## src/inc/mta_pkg.sv

```systemverilog
// Register map, field positions and timing constants of the side-band pin block
package mta_pkg;
    // Register byte offsets
    localparam logic [7:0] ADDR_CTRL = 8'h00;
    localparam logic [7:0] ADDR_CMD = 8'h04;
    localparam logic [7:0] ADDR_ALARM_CFG = 8'h08;
    localparam logic [7:0] ADDR_FAST_CFG = 8'h0c;
    localparam logic [7:0] ADDR_ALERT_MASK = 8'h10;
    localparam logic [7:0] ADDR_PIN_STAT = 8'h14;
    localparam logic [7:0] ADDR_IRQ_STAT = 8'h18;
    localparam logic [7:0] ADDR_IRQ_CLR = 8'h1c;
    localparam logic [7:0] ADDR_IRQ_EN = 8'h20;
    // Control register fields
    localparam int CTRL_TRIG_MODE = 0;
    localparam int CTRL_GPIO_DIR = 1;
    localparam int CTRL_GPIO_OUT = 2;
    // Command register fields
    localparam int CMD_TRIG = 0;
    localparam int CMD_ALARM_CLR = 1;
    // Alarm index within 3-bit groups
    localparam int AL_FAST = 0;
    localparam int AL_UPPER = 1;
    localparam int AL_LOWER = 2;
    // Alarm config: enables [2:0], latch selects [6:4]
    localparam int ALCFG_EN_LSB = 0;
    localparam int ALCFG_LATCH_LSB = 4;
    // Fast config: filter [7:0], lower-limit delay [15:8]
    localparam int FCFG_FILT_LSB = 0;
    localparam int FCFG_DLY_LSB = 8;
    // Alert mask: alarm masks [2:0], alert enable bit 7
    localparam int AMASK_EN = 7;
    // Interrupt status bits
    localparam int IRQ_CONV = 0;
    localparam int IRQ_SHORT = 1;
    localparam int IRQ_FAST = 2;
    localparam int IRQ_UPPER = 3;
    localparam int IRQ_LOWER = 4;
    localparam int IRQ_W = 5;
    // Reset values
    localparam logic [2:0] CTRL_RST = 3'h0;
    localparam logic [6:0] ALCFG_RST = 7'h00;
    localparam logic [15:0] FCFG_RST = 16'h0000;
    localparam logic [7:0] AMASK_RST = 8'h00;
    localparam logic [IRQ_W-1:0] IRQ_RST = 5'h00;
    // Timing
    localparam int CLK_NS = 50;
    localparam int TRIG_LOW_NS = 4000;
    localparam int TRIG_LOW_CYC = (TRIG_LOW_NS + CLK_NS - 1) / CLK_NS;
    localparam int TICK_NS = 1000;
    localparam int TICK_CYC = TICK_NS / CLK_NS;
    // Synchronised pin vector positions
    localparam int SY_CONV = 0;
    localparam int SY_GPIO = 1;
    localparam int SY_FAST = 2;
    localparam int SY_UPPER = 3;
    localparam int SY_LOWER = 4;
    localparam int SY_W = 5;
endpackage : mta_pkg

```

## src/hw/mta_side_pins.sv

```systemverilog
// Trigger, general-purpose pin, alarm and alert pin logic with APB registers
//
// Chosen here: the register offsets and the APB slave port.
`timescale 1ns/100ps
// Overview of operation
// Trigger falling edge starts conversion in triggered mode
// Host holds trigger low at least 4 us
// Trigger held low: each command starts conversion in triggered mode
// General pin resets input; output is push-pull
// Fast alarm open-drain, off, transparent, filtered
// Upper alarm open-drain, off, transparent by default
// Lower alarm open-drain, off, transparent, delayed
// Alert open-drain, off, governed by mask
module mta_side_pins import mta_pkg::*; (
    input wire logic clk_sys,
    input wire logic reset_n,
    // APB slave
    input wire logic psel,
    input wire logic penable,
    input wire logic pwrite,
    input wire logic [7:0] paddr,
    input wire logic [31:0] pwdata,
    output logic [31:0] prdata,
    output logic pready,
    output logic pslverr,
    // Conversion trigger pin
    input wire logic convertPin_n,
    output logic convStart,
    // General-purpose pin
    input wire logic gpioIn,
    output logic gpioOut,
    output logic gpioOe,
    // Comparator results
    input wire logic fastCmp,
    input wire logic upperCmp,
    input wire logic lowerCmp,
    // Open-drain alarm pins
    input wire logic fastAlarmIn,
    output logic fastAlarmOut,
    output logic fastAlarmOe,
    input wire logic upperAlarmIn,
    output logic upperAlarmOut,
    output logic upperAlarmOe,
    input wire logic lowerAlarmIn,
    output logic lowerAlarmOut,
    output logic lowerAlarmOe,
    input wire logic alertIn,
    output logic alertOut,
    output logic alertOe,
    // Interrupt
    output logic irq
);

    ////////////////////////////////////////////////////////////////////////////
    // Declarations

    logic [SY_W-1:0] syncA_reg; // First sync stage
    logic [SY_W-1:0] syncB_reg; // Second sync stage
    logic [3:0] pinA_reg; // Pin readback first stage
    logic [3:0] pinB_reg; // Pin readback second stage
    logic convPrev_reg; // Trigger level one cycle ago
    logic [7:0] lowCnt_reg; // Trigger low-time counter
    logic [2:0] ctrl_reg; // Control register
    logic [6:0] alCfg_reg; // Alarm enables and latches
    logic [15:0] fCfg_reg; // Filter and delay
    logic [7:0] aMask_reg; // Alert mask
    logic [IRQ_W-1:0] irqStat_reg; // Sticky events
    logic [IRQ_W-1:0] irqEn_reg; // Interrupt enables
    logic [4:0] tickCnt_reg; // Microsecond prescaler
    logic tick; // One-cycle us enable
    logic [7:0] fastCnt_reg; // Fast filter counter
    logic [7:0] lowDly_reg; // Lower delay counter
    logic [2:0] raw; // Qualified comparisons
    logic [2:0] held_reg; // Latched alarms
    logic [2:0] alarm_reg; // Alarm pin states
    logic alert_reg; // Alert pin state
    logic convStart_reg; // Conversion start pulse
    logic [2:0] rawPrev_reg; // For rising-edge events
    logic wrEn; // Write access phase
    logic setupRd; // Read setup phase
    logic cmdTrig; // Trigger command strobe
    logic cmdClr; // Alarm clear strobe
    logic trigEdge; // Trigger falling edge
    logic shortLow; // Trigger released too early
    logic [IRQ_W-1:0] irqSet; // Events this cycle
    logic [IRQ_W-1:0] irqClr; // Clears this cycle
    logic known; // Address is mapped
    logic [31:0] rdMux; // Read data mux

    ////////////////////////////////////////////////////////////////////////////
    // Pin synchronisers

    // Two flops on every pin input
    always_ff @(posedge clk_sys or negedge reset_n) begin
        if (!reset_n) begin
            // Trigger and pin idle high, comparators idle low
            syncA_reg <= 5'h03;
            syncB_reg <= 5'h03;
        end else begin
            syncA_reg <= {lowerCmp, upperCmp, fastCmp, gpioIn, convertPin_n};
            syncB_reg <= syncA_reg;
        end
    end

    // Readback of open-drain pin levels
    always_ff @(posedge clk_sys or negedge reset_n) begin
        if (!reset_n) begin
            pinA_reg <= 4'hf;
            pinB_reg <= 4'hf;
        end else begin
            pinA_reg <= {alertIn, lowerAlarmIn, upperAlarmIn, fastAlarmIn};
            pinB_reg <= pinA_reg;
        end
    end

    ////////////////////////////////////////////////////////////////////////////
    // APB decode

    assign wrEn = psel && penable && pwrite;
    assign setupRd = psel && !penable && !pwrite;
    assign cmdTrig = wrEn && (paddr == ADDR_CMD) && pwdata[CMD_TRIG];
    assign cmdClr = wrEn && (paddr == ADDR_CMD) && pwdata[CMD_ALARM_CLR];
    assign pready = 1'b1;

    // Mapped address check
    always_comb begin
        if (paddr == ADDR_CTRL || paddr == ADDR_CMD) begin
            known = 1'b1;
        end else if (paddr == ADDR_ALARM_CFG || paddr == ADDR_FAST_CFG) begin
            known = 1'b1;
        end else if (paddr == ADDR_ALERT_MASK || paddr == ADDR_PIN_STAT) begin
            known = 1'b1;
        end else if (paddr == ADDR_IRQ_STAT || paddr == ADDR_IRQ_CLR) begin
            known = 1'b1;
        end else if (paddr == ADDR_IRQ_EN) begin
            known = 1'b1;
        end else begin
            known = 1'b0;
        end
    end

    assign pslverr = psel && penable && !known;

    // Read data selection
    always_comb begin
        rdMux = 32'h0;
        if (paddr == ADDR_CTRL) begin
            rdMux[2:0] = ctrl_reg;
        end else if (paddr == ADDR_ALARM_CFG) begin
            rdMux[6:0] = alCfg_reg;
        end else if (paddr == ADDR_FAST_CFG) begin
            rdMux[15:0] = fCfg_reg;
        end else if (paddr == ADDR_ALERT_MASK) begin
            rdMux[7:0] = aMask_reg;
        end else if (paddr == ADDR_PIN_STAT) begin
            // Pin levels and alarm states
            rdMux[1:0] = {syncB_reg[SY_GPIO], syncB_reg[SY_CONV]};
            rdMux[7:4] = pinB_reg;
            rdMux[10:8] = alarm_reg;
            rdMux[11] = alert_reg;
        end else if (paddr == ADDR_IRQ_STAT) begin
            rdMux[IRQ_W-1:0] = irqStat_reg;
        end else if (paddr == ADDR_IRQ_EN) begin
            rdMux[IRQ_W-1:0] = irqEn_reg;
        end else begin
            rdMux = 32'h0;
        end
    end

    // Read data captured in setup phase
    always_ff @(posedge clk_sys or negedge reset_n) begin
        if (!reset_n) begin
            prdata <= 32'h0;
        end else if (setupRd) begin
            prdata <= rdMux;
        end
    end

    ////////////////////////////////////////////////////////////////////////////
    // Configuration registers

    // Writable registers
    always_ff @(posedge clk_sys or negedge reset_n) begin
        if (!reset_n) begin
            ctrl_reg <= CTRL_RST;
            alCfg_reg <= ALCFG_RST;
            fCfg_reg <= FCFG_RST;
            aMask_reg <= AMASK_RST;
            irqEn_reg <= IRQ_RST;
        end else if (wrEn) begin
            if (paddr == ADDR_CTRL) begin
                ctrl_reg <= pwdata[2:0];
            end else if (paddr == ADDR_ALARM_CFG) begin
                alCfg_reg <= pwdata[6:0];
            end else if (paddr == ADDR_FAST_CFG) begin
                fCfg_reg <= pwdata[15:0];
            end else if (paddr == ADDR_ALERT_MASK) begin
                aMask_reg <= pwdata[7:0];
            end else if (paddr == ADDR_IRQ_EN) begin
                irqEn_reg <= pwdata[IRQ_W-1:0];
            end
        end
    end

    ////////////////////////////////////////////////////////////////////////////
    // Conversion trigger

    assign trigEdge = convPrev_reg && !syncB_reg[SY_CONV];
    // release before minimum low time
    assign shortLow = !convPrev_reg && syncB_reg[SY_CONV]
        && (lowCnt_reg < 8'(TRIG_LOW_CYC));

    // Previous trigger level
    always_ff @(posedge clk_sys or negedge reset_n) begin
        if (!reset_n) begin
            convPrev_reg <= 1'b1;
        end else begin
            convPrev_reg <= syncB_reg[SY_CONV];
        end
    end

    // measure trigger low time
    always_ff @(posedge clk_sys or negedge reset_n) begin
        if (!reset_n) begin
            lowCnt_reg <= 8'h00;
        end else if (syncB_reg[SY_CONV]) begin
            lowCnt_reg <= 8'h00;
        end else if (lowCnt_reg != 8'hff) begin
            lowCnt_reg <= lowCnt_reg + 8'h01;
        end
    end

    // Start pulse generation
    always_ff @(posedge clk_sys or negedge reset_n) begin
        if (!reset_n) begin
            convStart_reg <= 1'b0;
        end else if (ctrl_reg[CTRL_TRIG_MODE]) begin
            // falling edge starts conversion
            // command while held low
            convStart_reg <= trigEdge || (cmdTrig && !syncB_reg[SY_CONV]);
        end else begin
            convStart_reg <= 1'b0;
        end
    end

    assign convStart = convStart_reg;

    ////////////////////////////////////////////////////////////////////////////
    // General-purpose pin

    // input at reset, push-pull when output
    assign gpioOe = ctrl_reg[CTRL_GPIO_DIR];
    assign gpioOut = ctrl_reg[CTRL_GPIO_OUT];

    ////////////////////////////////////////////////////////////////////////////
    // Alarm qualification

    // Microsecond enable divider
    always_ff @(posedge clk_sys or negedge reset_n) begin
        if (!reset_n) begin
            tickCnt_reg <= 5'h00;
        end else if (tickCnt_reg == 5'(TICK_CYC - 1)) begin
            tickCnt_reg <= 5'h00;
        end else begin
            tickCnt_reg <= tickCnt_reg + 5'h01;
        end
    end

    assign tick = (tickCnt_reg == 5'(TICK_CYC - 1));

    // fast filter, consecutive cycles
    always_ff @(posedge clk_sys or negedge reset_n) begin
        if (!reset_n) begin
            fastCnt_reg <= 8'h00;
        end else if (!syncB_reg[SY_FAST]) begin
            fastCnt_reg <= 8'h00;
        end else if (fastCnt_reg != 8'hff) begin
            fastCnt_reg <= fastCnt_reg + 8'h01;
        end
    end

    // lower delay, microsecond steps
    always_ff @(posedge clk_sys or negedge reset_n) begin
        if (!reset_n) begin
            lowDly_reg <= 8'h00;
        end else if (!syncB_reg[SY_LOWER]) begin
            lowDly_reg <= 8'h00;
        end else if (tick && lowDly_reg != 8'hff) begin
            lowDly_reg <= lowDly_reg + 8'h01;
        end
    end

    // Qualified comparisons
    always_comb begin
        raw[AL_FAST] = syncB_reg[SY_FAST]
            && (fastCnt_reg >= fCfg_reg[FCFG_FILT_LSB +: 8]);
        // upper follows comparison directly
        raw[AL_UPPER] = syncB_reg[SY_UPPER];
        raw[AL_LOWER] = syncB_reg[SY_LOWER]
            && (lowDly_reg >= fCfg_reg[FCFG_DLY_LSB +: 8]);
    end

    // Latched copies, set wins over clear
    always_ff @(posedge clk_sys or negedge reset_n) begin
        if (!reset_n) begin
            held_reg <= 3'h0;
        end else begin
            held_reg <= raw | (held_reg & {3{!cmdClr}});
        end
    end

    // R6: R7: enable and latch select
    always_ff @(posedge clk_sys or negedge reset_n) begin
        if (!reset_n) begin
            alarm_reg <= 3'h0;
        end else begin
            for (int i = 0; i < 3; i++) begin
                alarm_reg[i] <= alCfg_reg[ALCFG_EN_LSB + i]
                    && (alCfg_reg[ALCFG_LATCH_LSB + i] ? held_reg[i] : raw[i]);
            end
        end
    end

    // alert from masked alarms
    always_ff @(posedge clk_sys or negedge reset_n) begin
        if (!reset_n) begin
            alert_reg <= 1'b0;
        end else begin
            alert_reg <= aMask_reg[AMASK_EN] && |(aMask_reg[2:0] & alarm_reg);
        end
    end

    ////////////////////////////////////////////////////////////////////////////
    // Open-drain pin drive

    // fast pin pulls low when active
    assign fastAlarmOut = 1'b0;
    assign fastAlarmOe = alarm_reg[AL_FAST];
    // upper pin pulls low when active
    assign upperAlarmOut = 1'b0;
    assign upperAlarmOe = alarm_reg[AL_UPPER];
    // lower pin pulls low when active
    assign lowerAlarmOut = 1'b0;
    assign lowerAlarmOe = alarm_reg[AL_LOWER];
    // alert pin pulls low when active
    assign alertOut = 1'b0;
    assign alertOe = alert_reg;

    ////////////////////////////////////////////////////////////////////////////
    // Interrupts

    // Rising edge of alarm states
    always_ff @(posedge clk_sys or negedge reset_n) begin
        if (!reset_n) begin
            rawPrev_reg <= 3'h0;
        end else begin
            rawPrev_reg <= alarm_reg;
        end
    end

    assign irqSet = {alarm_reg & ~rawPrev_reg, shortLow, convStart_reg};
    assign irqClr = (wrEn && paddr == ADDR_IRQ_CLR) ? pwdata[IRQ_W-1:0] : IRQ_RST;

    // Sticky status, set wins over clear
    always_ff @(posedge clk_sys or negedge reset_n) begin
        if (!reset_n) begin
            irqStat_reg <= IRQ_RST;
        end else begin
            irqStat_reg <= irqSet | (irqStat_reg & ~irqClr);
        end
    end

    assign irq = |(irqStat_reg & irqEn_reg);

endmodule : mta_side_pins

```

## config.mk

```make
export PLATFORM = sky130hd
export DESIGN_NAME = mta_side_pins
export DESIGN_NICKNAME = d
export VERILOG_FILES = /design/src/inc/mta_pkg.sv /design/src/hw/mta_side_pins.sv
export SDC_FILE = /design/constraint.sdc
export NUM_CORES = 1
export LEC_CHECK = 0
export BUFFER_PORTS_ARGS = -buffer_cell sky130_fd_sc_hd__buf_4
export CORE_ASPECT_RATIO = 1.2
export CORE_MARGIN = 3
export CORE_UTILIZATION = 35
export DETAILED_ROUTE_END_ITERATION = 8
export GPL_ROUTABILITY_DRIVEN = 0
export GPL_TIMING_DRIVEN = 0
export HOLD_SLACK_MARGIN = 0.05
export RECOVER_POWER = 100
export REMOVE_ABC_BUFFERS = 1
export SYNTH_ARGS = -nofsm -noshare
export SYNTH_HDL_FRONTEND = slang
export SYNTH_SLANG_ARGS = --single-unit
```

## constraint.sdc

```tcl
create_clock -name clk_sys -period 2.2 [get_ports clk_sys]
set_clock_uncertainty 0.2 [all_clocks]
set_input_delay 0.22 -clock clk_sys [delete_from_list [all_inputs] [get_ports clk_sys]]
set_output_delay 0.22 -clock clk_sys [all_outputs]
set_load 0.05 [all_outputs]
```

==> metrics.txt <==
Slew Viols, Final=0; Worst-Margin Slew=around 1.4 ns; total grt overflow=0; num ports=100; FF-to-FF Start=tickCnt_reg[0]; Layout Nets=about 670; number of flops mapped to enable cells by yosys=0; clk root buf=clkbuf_16; final core utilization=0.452; arrival time worst endpoint=between 2 and 2.5 ns; post-synthesis register bit count=about 120; leakage dissipation=between 3 and 4 nW; area delta synth->final=25.2%; core area=about 16,000 sq um; FP Rows=50; Worst Path Max Fanout=8; critical path startpoint category=primary input; CTS tree=done; CP required=~2.3 ns; fin cells=just over 800; ys async rst share=1.00; Port Buffers=62; TNS Setup=0 ns; CP cell instances=buf_4 -> or4_1 -> or3_4 -> nor2_8 -> nand3_4 -> clkbuf_4 -> mux2_4; CTS HTree Levels=4; area fraction in compound gates after synthesis=0.121; # DRC=0; CP bufs+invs=2; final worst path period share=0.983; Syn Inst Count=about 500; VDD IR max=~0.54 mV; DR WL/cell=16.6 microns; vias in the first global route=between 4,000 and 5,000; Mapped Avg Cell Area=11.4 sq um; share of cells above drive strength 1=0.209; Worst setup startpoint=paddr[1]; final setup fails=0; xor and xnor area share after synthesis=0.0170; final hold violation count=0; Antenna diodes=0; Synth Area in Adders=0.0442; Worst path top cell family by delay=simple AND/OR/NAND/NOR gates; outcome=completed; post-route ant nets=0; DP Cell Count=roughly 760; Longest Clk Path Bufs=2; DIE AREA=17,800 sq um; Fmax=~460 MHz; Vias/cell=between 5 and 6; 1st-pass router iterations=5; routed wire length=between 10,000 and 15,000 microns; clock transition at the registers of the reported paths=~0.05 ns; max_slew headroom=0.0576; chip height=between 100 and 150 microns; simple-gate share of the synthesized area=0.129; Hold Crit Class=in2reg; Distinct cells, synth=roughly 60; crit-path max cell delay=~0.67 ns; post-synthesis sequential area ratio=0.529; Initial Util=0.361; min-delay src=paddr[5]; dpl hpwl=9510 microns; Synth Flop Type=dfrtp_1; first-pass GRT wire length=around 22,000 microns; largest family of logic cells by synthesized area=simple AND/OR/NAND/NOR gates; mux cell area share after synthesis=0.0985; Clock Sinks=approximately 120; worst hold margin=about 0.024 ns; critical path type=in2reg; Max-cap violations=0; die width=around 120 microns; clock buffer count from CTS=17; Worst-Skew Late Latency=a little over 0.4 ns; All-Layer GR Usage=0.159; Netlist Area Pre-Place=5660 sq um; Synthesis Warnings=0; Cell Pwr Density=a little under 800 nW/um^2; slowest CP cell=or4_1; via count=between 4,000 and 5,000; initial antenna violation count=0; largest net degree at the start of global routing=about 110; critical path capture point type=flip-flop; Final min period=around 2.2 ns; RSZ-0062 raised after global routing=false; First DRT Iteration DRCs=357
[what timing repair did]
item / 4_1_cts / 5_1_grt
resized for setup: 1 / 4
hold buffers: 29 / 0
endpoints found under the hold margin: 164 / 0
setup buffers: 2 / 0
endpoints found under the setup margin: 31 / 11
[cell type report]
cell class	count	area, sq um
inverter	33	124
clock inverter	9	123
tap	208	260
multi-input combinational	334	2410
sequential	119	2990
timing repair buffer	94	693
clock buffer	23	488
fill	1508	8610
[worst register-to-register path: stages (launching register included)]
cell and delay (ns):
dfrtp_1 0.36, ha_1 0.23, and4bb_1 0.33, o21ai_1 0.25
nor4_1 0.38, xnor2_1 0.16, nor2_1 0.05
[cells in the mapped netlist (all sizes together) (4+ instances only)]
master,number,area [sq um]
ha,20,250
mux2,40,488
a31oi,6,37.5
o41ai,5,43.8
buf,27,199
nor4,4,25.0
xor2,4,35.0
nor3,10,55.1
xnor2,7,61.3
o2bb2ai,4,35.0
a222oi,8,80.1
nand3,15,87.6
clkbuf,5,18.8
nor2,34,144
o21ai,20,100
mux2i,7,70.1
dfstp,13,342
dfrtp,106,2650
nor2b,8,50.1
a21o,5,37.5
inv,32,120
nand4,6,37.5
a21oi,10,50.1
and3,10,62.6
a22o,10,87.6
nand2b,7,43.8
nand2,33,124
a211oi,5,37.5
[report_power, final]
group | switching (mW) | leakage (nW) | internal [mW] | total [mW]
Combinational | 0.258 | 1.44 | 0.136 | 0.394
Clock | 0.947 | 0.303 | 1.89 | 2.84
Sequential | 0.0442 | 1.56 | 2.25 | 2.30
Total | 1.25 | 3.31 | 4.28 | 5.53
[cell usage in the layout (no fill, tap or decap), drive strengths merged, types with 3 or more instances in the layout]
cell and n:
dfrtp 106, clkbuf 59, mux2 40, nor2 34, nand2 33, inv 32, dlygate4sd3 29, buf 29
conb 21, ha 20, o21ai 20, nand3 15, dfstp 13, a22o 10, and3 10, a21oi 10
nor3 10, nor2b 8, a222oi 8, nand2b 7, xnor2 7, mux2i 7, a31oi 6, nand4 6
clkinv 6, a21o 5, a211oi 5, o41ai 5, o2bb2ai 4, xor2 4, nor4 4, o21bai 3
a22oi 3, bufinv 3, or3 3
[logic make-up (layout without fill, tap and decap cells)]
logic type / after synthesis / in the layout
xor gates and xnor gates: 11 / 11
DFF: 119 / 119
muxes: 47 / 47
buffers and inverters: 65 / 159
adders and majority gates: 20 / 20
other: 2 / 21
AOI/OAI and AO/OA: 95 / 95
and+or+nand+nor: 140 / 140
[metal layers]
layer | vias to the layer above | part of all wire | global-route usage
li1 | 1968 | - | -
met4 | 0 | 0.018 | 0.0577
met1 | 2093 | 0.44 | 0.207
met3 | 19 | 0.048 | 0.0416
met5 | - | 0 | 0
met2 | 123 | 0.49 | 0.257
[worst paths after layout]
check                                  to  depth (start not counted)  slack (ns)
hold reg to reg              syncB_reg[3]                          0        0.15
min in group asynchronous  tickCnt_reg[2]                          3        0.62
hold / removal                  prdata[5]                          4        0.02
max in group asynchronous     fCfg_reg[2]                          3        0.30
setup / recovery              fCfg_reg[9]                          7        0.04
setup reg to reg            lowDly_reg[7]                          6        0.12
[through the flow]
step	setup WS, ns	cell area [sq um]	total power [mW]
after floorplan	-0.159	5520	2.51
after global placement	-0.599	6240	2.68
after detailed placement	-0.600	6270	2.70
after CTS	0.0104	7220	5.58
after global routing	0.000957	7090	5.72
final	0.0372	7090	5.53
Note: power is estimated with default switching activity, not from simulation.
